**config.mk**
```make
export PLATFORM = sky130hd
export DESIGN_NAME = system_bus_request_phase
export DESIGN_NICKNAME = d
export VERILOG_FILES = /design/src/hw/fsb_req_pkg.sv /design/src/hw/fsb_sync2.sv /design/src/hw/system_bus_request_phase.sv
export VERILOG_INCLUDE_DIRS = /design/src /design/src/hw
export SDC_FILE = /design/constraint.sdc
export NUM_CORES = 1
export LEC_CHECK = 0
export BUFFER_PORTS_ARGS = -buffer_cell sky130_fd_sc_hd__buf_4
export CAP_MARGIN = 5
export CORE_ASPECT_RATIO = 0.75
export CORE_MARGIN = 5
export CORE_UTILIZATION = 31
export CTS_BUF_LIST = sky130_fd_sc_hd__clkbuf_8
export CTS_CLUSTER_SIZE = 12
export DETAILED_ROUTE_END_ITERATION = 10
export GPL_TIMING_DRIVEN = 0
export HOLD_SLACK_MARGIN = 0.1
export PLACE_DENSITY_LB_ADDON = 0.08
export SETUP_SLACK_MARGIN = 0.3
export SLEW_MARGIN = 10
export SYNTH_ARGS = -nofsm -noshare
export SYNTH_HDL_FRONTEND = slang
export SYNTH_SLANG_ARGS = --single-unit
export TNS_END_PERCENT = 50
```
**constraint.sdc**
```tcl
create_clock -name mclk -period 6 [get_ports mclk]
set_input_delay 1.5 -clock mclk [delete_from_list [all_inputs] [get_ports mclk]]
set_output_delay 1.5 -clock mclk [all_outputs]
set_load 0.01 [all_outputs]
```
**src/hw/fsb_req_defines.svh**
```systemverilog
// constants for the system bus request-phase block
// assumes nothing else defines the FSB_ prefix
`ifndef FSB_REQ_DEFINES_SVH
`define FSB_REQ_DEFINES_SVH

`define FSB_SPACE_BITS 36
`define FSB_ADDR_LSB 3
`define FSB_ADDR_W 33
`define FSB_A20_IDX 17
`define FSB_RTYPE_W 5
`define FSB_STB_W 2
`define FSB_SYNC_W 44
`define FSB_HIST_W 3
`define FSB_ADS_MIN_CYC 3
`define FSB_ST_IDLE 3'h1
`define FSB_ST_SUB1 3'h2
`define FSB_ST_SUB2 3'h4
`define FSB_STB_ASSERT 2'h0
`define FSB_STB_IDLE 2'h3

`endif

```
**src/hw/fsb_req_pkg.sv**
```systemverilog
// types shared by the request-phase block and its bench
// assumes fsb_req_defines.svh is on the include path
`include "fsb_req_defines.svh"

package fsb_req_pkg;

    typedef logic [`FSB_ADDR_W-1:0] addr_t;
    typedef logic [`FSB_RTYPE_W-1:0] rtype_t;

    // one request: sub-phase 1 address, sub-phase 2 type info
    typedef struct packed {
        addr_t addr;
        addr_t attr;
        rtype_t rtype;
    } req_s;

    // a transaction seen on the bus from another agent
    typedef struct packed {
        logic valid;
        addr_t addr;
        addr_t attr;
        rtype_t rtype;
    } obs_s;

    typedef enum logic [2:0] {
        ST_IDLE = `FSB_ST_IDLE,
        ST_SUB1 = `FSB_ST_SUB1,
        ST_SUB2 = `FSB_ST_SUB2
    } issue_state_e;

endpackage

```
**src/hw/fsb_sync2.sv**
```systemverilog
// two-flop synchroniser for a vector of pin levels
// assumes each bit is an independent level; no bus coherence is promised
`timescale 1ns/100ps
`default_nettype none

module fsb_sync2 #(
    parameter int W = 1
) (
    input wire logic mclk,
    input wire logic rst_n,
    input wire logic [W-1:0] d,
    output logic [W-1:0] q
);

    logic [W-1:0] meta;

    // resets to all ones: every bus pin idles high (deasserted)
    always_ff @(posedge mclk) begin
        if (!rst_n) begin
            meta <= '1;
            q <= '1;
        end else begin
            meta <= d;
            q <= meta;
        end
    end

endmodule

`default_nettype wire

```
**src/hw/system_bus_request_phase.sv**
```systemverilog
// request phase of a shared system bus, processor side
// assumes mclk (20 MHz) is much faster than the sampled bus clock
`include "fsb_req_defines.svh"
`timescale 1ns/100ps
`default_nettype none

module system_bus_request_phase (
    input wire logic mclk,
    input wire logic rst_n,
    // bus clock leg 0, sampled as an ordinary input
    input wire logic bus_clk,
    // address lines, bits 35..3
    input wire logic [`FSB_ADDR_W-1:0] addr_n_in,
    output logic [`FSB_ADDR_W-1:0] addr_n_out,
    output logic addr_oe,
    input wire logic [`FSB_STB_W-1:0] address_source_strobes_n_in,
    output logic [`FSB_STB_W-1:0] address_source_strobes_n_out,
    output logic address_source_strobes_oe,
    input wire logic address_valid_strobe_n_in,
    output logic address_valid_strobe_n_out,
    output logic address_valid_strobe_oe,
    input wire logic [`FSB_RTYPE_W-1:0] rtype_n_in,
    output logic [`FSB_RTYPE_W-1:0] rtype_n_out,
    output logic rtype_oe,
    input wire logic block_next_request_n_in,
    output logic block_next_request_n_out,
    output logic block_next_request_oe,
    input wire logic address_bit20_mask_n,
    // core side
    input wire logic req_valid,
    input wire fsb_req_pkg::req_s req,
    output logic req_taken,
    output fsb_req_pkg::addr_t lookup_addr,
    input wire logic local_busy,
    output fsb_req_pkg::obs_s obs,
    output fsb_req_pkg::addr_t straps
);

    // every pin input passes two flops before use
    logic [`FSB_SYNC_W-1:0] pins_raw;
    logic [`FSB_SYNC_W-1:0] pins;

    assign pins_raw = {bus_clk, addr_n_in, address_source_strobes_n_in,
                       address_valid_strobe_n_in, block_next_request_n_in,
                       rtype_n_in, address_bit20_mask_n};

    fsb_sync2 #(
        .W(`FSB_SYNC_W)
    ) u_sync (
        .mclk(mclk),
        .rst_n(rst_n),
        .d(pins_raw),
        .q(pins)
    );

    wire logic bclk_s;
    wire fsb_req_pkg::addr_t addr_n_s;
    wire logic [`FSB_STB_W-1:0] stb_n_s;
    wire logic ads_n_s;
    wire logic bnr_n_s;
    wire fsb_req_pkg::rtype_t rtype_n_s;
    wire logic address_bit20_mask_n_s;

    assign {bclk_s, addr_n_s, stb_n_s, ads_n_s, bnr_n_s, rtype_n_s,
            address_bit20_mask_n_s} = pins;

    // bus clock edge detection
    logic bclk_d;
    wire logic bclk_rise;
    wire logic bclk_fall;

    // resets high to match the synchroniser, so no false rise after reset
    always_ff @(posedge mclk) begin
        if (!rst_n) begin
            bclk_d <= 1'b1;
        end else begin
            bclk_d <= bclk_s;
        end
    end

    assign bclk_rise = bclk_s && !bclk_d;
    assign bclk_fall = !bclk_s && bclk_d;

    // decoded active-low inputs
    wire logic stall;
    wire logic address_bit20_mask;
    wire logic ads_seen;
    wire logic stb_asserted;

    assign stall = !bnr_n_s;
    assign address_bit20_mask = !address_bit20_mask_n_s;
    assign ads_seen = !ads_n_s;
    assign stb_asserted = !stb_n_s[0];

    // straps: own unreset synchroniser, as the shared one holds all ones
    // in reset; tracked throughout reset, frozen at release
    logic [`FSB_ADDR_W-1:0] strap_meta, strap_sync;
    always_ff @(posedge mclk) begin
        strap_meta <= addr_n_in;
        strap_sync <= strap_meta;
        if (!rst_n) begin
            straps <= ~strap_sync;
        end
    end

    // stall drive: registered, so the pin changes one cycle after busy
    always_ff @(posedge mclk) begin
        if (!rst_n) begin
            block_next_request_n_out <= 1'b1;
            block_next_request_oe <= 1'b0;
        end else begin
            block_next_request_n_out <= !local_busy;
            block_next_request_oe <= local_busy;
        end
    end

    // issue path
    fsb_req_pkg::issue_state_e state;
    fsb_req_pkg::issue_state_e next_state;
    wire logic issue;
    wire logic to_sub2;
    wire logic to_idle;
    wire fsb_req_pkg::addr_t masked_addr;

    // mask bit 20 before lookup and drive; the mask is only sampled at
    // issue, so a mask change mid-transaction has no effect on it
    assign masked_addr = address_bit20_mask ?
        (req.addr & ~(`FSB_ADDR_W'(1) << `FSB_A20_IDX)) : req.addr;

    // issue only at a bus clock rise and never under a stall
    assign issue = (state == fsb_req_pkg::ST_IDLE) && req_valid &&
                   !stall && bclk_rise;
    assign to_sub2 = (state == fsb_req_pkg::ST_SUB1) && bclk_fall;
    assign to_idle = (state == fsb_req_pkg::ST_SUB2) && bclk_rise;

    always_comb begin
        next_state = state;
        case (state)
            fsb_req_pkg::ST_IDLE: begin
                if (issue) begin
                    next_state = fsb_req_pkg::ST_SUB1;
                end
            end
            fsb_req_pkg::ST_SUB1: begin
                if (to_sub2) begin
                    next_state = fsb_req_pkg::ST_SUB2;
                end
            end
            fsb_req_pkg::ST_SUB2: begin
                if (to_idle) begin
                    next_state = fsb_req_pkg::ST_IDLE;
                end
            end
            default: begin
                next_state = fsb_req_pkg::ST_IDLE;
            end
        endcase
    end

    always_ff @(posedge mclk) begin
        if (!rst_n) begin
            state <= fsb_req_pkg::ST_IDLE;
        end else begin
            state <= next_state;
        end
    end

    fsb_req_pkg::addr_t attr_hold;
    logic drive;

    always_ff @(posedge mclk) begin
        if (!rst_n) begin
            attr_hold <= '0;
            lookup_addr <= '0;
            req_taken <= 1'b0;
        end else begin
            req_taken <= issue;
            if (issue) begin
                attr_hold <= req.attr;
                lookup_addr <= masked_addr;
            end
        end
    end

    // pin drive, all active low
    always_ff @(posedge mclk) begin
        if (!rst_n) begin
            drive <= 1'b0;
            addr_n_out <= '1;
            rtype_n_out <= '1;
            address_valid_strobe_n_out <= 1'b1;
            address_source_strobes_n_out <= `FSB_STB_IDLE;
        end else if (issue) begin
            drive <= 1'b1;
            addr_n_out <= ~masked_addr;
            rtype_n_out <= ~req.rtype;
            address_valid_strobe_n_out <= 1'b0;
            address_source_strobes_n_out <= `FSB_STB_ASSERT;
        end else if (to_sub2) begin
            addr_n_out <= ~attr_hold;
            address_source_strobes_n_out <= `FSB_STB_IDLE;
        end else if (to_idle) begin
            drive <= 1'b0;
            addr_n_out <= '1;
            rtype_n_out <= '1;
            address_valid_strobe_n_out <= 1'b1;
        end
    end

    assign addr_oe = drive;
    assign rtype_oe = drive;
    assign address_valid_strobe_oe = drive;
    assign address_source_strobes_oe = drive;

    // own drive echoes back through the synchroniser; ignore it a while
    logic [`FSB_HIST_W-1:0] drive_hist;
    wire logic self;

    always_ff @(posedge mclk) begin
        if (!rst_n) begin
            drive_hist <= '0;
        end else begin
            drive_hist <= {drive_hist[`FSB_HIST_W-2:0], drive};
        end
    end

    assign self = drive || (|drive_hist);

    // receive path: address on strobe fall, type info on strobe rise
    logic stb_d;
    logic rx_open;
    wire logic stb_fall;
    wire logic stb_rise;

    assign stb_fall = stb_asserted && !stb_d;
    assign stb_rise = !stb_asserted && stb_d;

    always_ff @(posedge mclk) begin
        if (!rst_n) begin
            stb_d <= 1'b0;
            rx_open <= 1'b0;
            obs <= '0;
        end else begin
            stb_d <= stb_asserted;
            obs.valid <= 1'b0;
            if (stb_fall && ads_seen && !self) begin
                rx_open <= 1'b1;
                obs.addr <= ~addr_n_s;
                obs.rtype <= ~rtype_n_s;
            end else if (stb_rise && rx_open) begin
                rx_open <= 1'b0;
                obs.attr <= ~addr_n_s;
                obs.valid <= 1'b1;
            end
        end
    end

    // checks
    property p_no_issue_in_stall;
        @(posedge mclk) disable iff (!rst_n)
        $rose(address_valid_strobe_oe) |-> !$past(stall);
    endproperty
    a_no_issue_in_stall: assert property (p_no_issue_in_stall)
        else $error("transaction issued during a bus stall");

    property p_issue_on_rise;
        @(posedge mclk) disable iff (!rst_n)
        $rose(address_valid_strobe_oe) |-> $past(bclk_rise);
    endproperty
    a_issue_on_rise: assert property (p_issue_on_rise)
        else $error("transaction not launched at a bus clock rise");

    property p_a20_masked;
        @(posedge mclk) disable iff (!rst_n)
        ($rose(addr_oe) && $past(address_bit20_mask)) |->
            addr_n_out[`FSB_A20_IDX] && !lookup_addr[`FSB_A20_IDX];
    endproperty
    a_a20_masked: assert property (p_a20_masked)
        else $error("address bit 20 not masked");

    property p_subphases;
        @(posedge mclk) disable iff (!rst_n)
        $rose(addr_oe) |-> (address_source_strobes_n_out == `FSB_STB_ASSERT)
            ##[1:20] (address_source_strobes_n_out == `FSB_STB_IDLE &&
                      addr_n_out == ~attr_hold && addr_oe);
    endproperty
    a_subphases: assert property (p_subphases)
        else $error("second sub-phase missing or out of order");

    property p_ads_width;
        @(posedge mclk) disable iff (!rst_n)
        $rose(address_valid_strobe_oe) |->
            (address_valid_strobe_oe && !address_valid_strobe_n_out)[*3];
    endproperty
    a_ads_width: assert property (p_ads_width)
        else $error("address-valid strobe too short");

    property p_active_low;
        @(posedge mclk) disable iff (!rst_n)
        address_valid_strobe_oe |-> !address_valid_strobe_n_out;
    endproperty
    a_active_low: assert property (p_active_low)
        else $error("address-valid strobe driven high");

    property p_bnr_follows_busy;
        @(posedge mclk) disable iff (!rst_n)
        local_busy |=> (block_next_request_oe && !block_next_request_n_out);
    endproperty
    a_bnr_follows_busy: assert property (p_bnr_follows_busy)
        else $error("busy agent did not stall the bus");

    property p_straps_frozen;
        @(posedge mclk) disable iff (!rst_n)
        $past(rst_n) |-> $stable(straps);
    endproperty
    a_straps_frozen: assert property (p_straps_frozen)
        else $error("straps changed after reset release");

    property p_obs_pulse;
        @(posedge mclk) disable iff (!rst_n)
        obs.valid |-> !$past(obs.valid) && $past(rx_open) ##1 !obs.valid;
    endproperty
    a_obs_pulse: assert property (p_obs_pulse)
        else $error("observed transaction pulse malformed");

    c_issue: cover property (@(posedge mclk) disable iff (!rst_n)
        req_taken ##[1:30] (state == fsb_req_pkg::ST_IDLE));
    c_masked: cover property (@(posedge mclk) disable iff (!rst_n)
        req_taken && address_bit20_mask);
    c_observed: cover property (@(posedge mclk) disable iff (!rst_n)
        obs.valid);
    c_stall_wait: cover property (@(posedge mclk) disable iff (!rst_n)
        (req_valid && stall) ##1 req_valid [*2] ##[1:40] req_taken);

endmodule

`default_nettype wire

```
==> results.sh <==
export IMPL_rrSetupSlack_ps=3680
export IMPL_p_leak_nw=6.35
export IMPL_reg2regPathDepth=6
export IMPL_yosysTopAreaCellShare_pct=60.1
export IMPL_cts_tree="done"
export IMPL_cts_made_buffers=57
export IMPL_drc=0
export IMPL_synth_top_area_cell="dfxtp_1"
export IMPL_vias_per_cell=4.39
export IMPL_rsz0062_at_grt="false"
export IMPL_path_max_fanout=42
export IMPL_post_cts_resized=0
export IMPL_cts_root_buffer="clkbuf_8"
export IMPL_initial_core_util_pct=31.7
export IMPL_postSynthAreaPerCell_sq_um=11.0
export IMPL_path_cells="clkbuf_1 -> clkinv_1 -> clkbuf_1 -> clkbuf_4"
export IMPL_internal_power_mw=3.84
export IMPL_seqPwrFrac_pct=53.1
export IMPL_grt_pass1_wl_microns=50900
export IMPL_crit_slowest_cell="clkbuf_4"
export IMPL_die_h_microns=176
export IMPL_slew_viol_final=0
export IMPL_fin_nets=1516
export IMPL_synth_area_leaders="dfxtp_1 (60%), edfxtp_1 (8.7%), nand2b_1 (5.0%)"
export IMPL_dp_final_hpwl_microns=24700
export IMPL_use_met1_pct=22.3
export IMPL_tightest_slew_ps=733
export IMPL_hold_viol=0
export IMPL_max_stage_delay_ps=570
export IMPL_cts_buffer_depth=3
export IMPL_fin_crit_sh_pct=52.5
export IMPL_instances_no_fill=1942
export IMPL_synth_nets=1155
export IMPL_num_vias=8520
export IMPL_num_fill_cells=3635
export IMPL_synth_seq_area_share_pct=68.7
export IMPL_status="completed"
export IMPL_switching_share_pct=22.7
export IMPL_clkPwrFrac_pct=42.4
export IMPL_postCtsHoldBufs=0
export IMPL_max_freq_ghz=0.317
export IMPL_start_kind="input port"
export IMPL_synth_distinct_cells=35
export IMPL_wl_per_cell_microns=17.4
export IMPL_crit_buf_inv=4
export IMPL_crit_family="buffers and inverters"
export IMPL_grt_overflow=0
export IMPL_drtAntennaViolNets=0
export IMPL_end_kind="register"
export IMPL_cap_viol_max_count=0
export IMPL_ys_seq_elements=376
export IMPL_holdPathStages=0
export IMPL_worst_slack_ps=2850
export IMPL_fin_skew_ps=15.4
export IMPL_min_period_ps=3150
export IMPL_insertion_delay_ps=600
export IMPL_power_per_cell_area_nw_per_um2=321
export IMPL_synthFlopType="dfxtp_1"
export IMPL_grt_usage_pct=15.9
export IMPL_syn_area_sq_um=11400
export IMPL_drive_above_1_share_pct=29.0
export IMPL_setup_viol=0
export IMPL_grt_pass1_vias=8553
export IMPL_final_core_util_pct=42.9
export IMPL_dp_cells=1834
export IMPL_dieArea_sq_um=40800
export IMPL_dr_pass1_iters=4
export IMPL_peakVddDrop_v=0.000196
export IMPL_arrival_ps=3340
export IMPL_postCtsSetupBuffers=0
export IMPL_synth_most_common_cell="dfxtp_1"
export IMPL_htree_levels=2
export IMPL_core_sq_um=36100
export IMPL_grt_max_degree=43
export IMPL_hold_path_class="reg2reg"
export IMPL_gp_congestion=0.773
export IMPL_met2_usage_pct=24.0
export IMPL_synthTopCellsByCount="dfxtp_1 (343), nand2_1 (138), nand2b_1 (91), nor2_1 (76)"
export IMPL_drt_iter0_drc=319
export IMPL_min_from="strap_meta[16]"
export IMPL_p_sw_mw=1.13
export IMPL_antenna_found_initial=3
export IMPL_grt_busiest_layer="met2"
export IMPL_path_clk_slew_ps=60
export IMPL_io_pins=305
export IMPL_io_buffers=302
export IMPL_crit_top_cell="clkbuf_1"
export IMPL_cts_sinks=376
export IMPL_die_w_microns=232
export IMPL_slew_headroom_pct=51.1
export IMPL_dp_worst_setup_slack_ps=2150
export IMPL_async_flop_share_pct=0
export IMPL_use_met3_pct=4.57
export IMPL_totalWireLength_microns=33800
export IMPL_tns_ps=0
export IMPL_num_rows=60
export IMPL_syn_to_final_growth_pct=35.6
export IMPL_crit_type="in2reg"
export IMPL_ys_warnings_count=0
export IMPL_netlist_instances=1036
export IMPL_reg2reg_from="state[2]"
export IMPL_rr_endpoint="addr_n_out[29]"
export IMPL_cp_required_ps=6190
export IMPL_whs_endpoint="strap_sync[16]"
export IMPL_synth_edf_count=33
export IMPL_combPwrFrac_pct=4.5
==> per-layer routing <==
metal | wire length, microns | vias up | part of all wire, %
met1 | 16000 | 4034 | 47
met4 | 759 | 0 | 2.2
met5 | 0 | - | 0
li1 | - | 4220 | -
met3 | 2240 | 59 | 6.6
met2 | 14900 | 207 | 44
==> area by class of cell <==
class	count	area [sq um]	area share, %
tap	496	621	4.01
timing repair buffer	302	2270	14.6
sequential	376	7860	50.7
clock buffer	75	1030	6.66
multi-input combinational	547	3020	19.5
clock inverter	30	134	0.864
antenna	3	7.51	0.0484
buffer	76	419	2.71
inverter	37	139	0.896
==> power by group through the flow <==
stage                     combinational, mW  clock (mW)  sequential [mW]
after floorplan                      0.0786           0             2.70
after global placement                0.228           0             2.69
after detailed placement              0.230           0             2.69
after CTS                             0.231        2.19             2.64
after global routing                  0.248        2.32             2.64
final                                 0.225        2.11             2.64
==> state kept, by name, indices dropped and copies added, names as in the netlist, 3 cells and up <==
register / flops
obs: 72
u_sync.meta: 43
u_sync.q: 43
addr_n_out: 33
attr_hold: 33
lookup_addr: 33
strap_meta: 33
strap_sync: 33
straps: 33
rtype_n_out: 5
drive_hist: 3
state: 3
==> how the worst max path moves through the flow <==
stage	from	endpoint	slack [ps]	cells past startpoint
finish	rst_n	straps[2]	2850	4
global route	rst_n	straps[0]	2730	4
CTS	rst_n	straps[2]	2810	4
detailed placement	rst_n	straps[8]	2150	4
global placement	rst_n	straps[8]	680	4
floorplan	rst_n	straps[0]	2420	4
==> cell families (layout without fill, tap and decap cells) <==
logic type             after synthesis  in the layout  synth area share, %
other                                0              3                    0
flip-flops                         376            376                 68.7
buffers and inverters              113            520                 4.85
multiplexers                         2              2                0.175
AND/OR/NAND/NOR                    328            328                 13.5
AO/OA/AOI/OAI                      217            217                 12.7
==> placed cells by master, fill, tap and decap left out, types with 2 or more instances in the layout <==
| cell type | n |
|---|---|
| a21oi_1 | 70 |
| inv_1 | 59 |
| nand3b_1 | 2 |
| nand2_1 | 138 |
| buf_2 | 8 |
| and2_1 | 5 |
| o2bb2ai_1 | 5 |
| dfxtp_1 | 343 |
| buf_6 | 11 |
| nor2b_1 | 2 |
| inv_8 | 2 |
| buf_4 | 312 |
| mux2i_1 | 2 |
| clkbuf_8 | 75 |
| clkinv_2 | 5 |
| nand2b_1 | 91 |
| nand3_1 | 3 |
| diode_2 | 3 |
| clkbuf_1 | 46 |
| edfxtp_1 | 33 |
| a221o_1 | 33 |
| nor2_1 | 76 |
| a211oi_1 | 70 |
| o21ai_0 | 36 |
==> metrics by stage <==
step	hold slack (ps)	total power, mW	area, sq um
finish	316	4.97	15500
global route	331	5.21	15500
CTS	323	5.06	15500
detailed placement	312	2.92	14300
global placement	310	2.92	14300
floorplan	310	2.78	11400
Note: power is estimated with default switching activity, not from simulation.
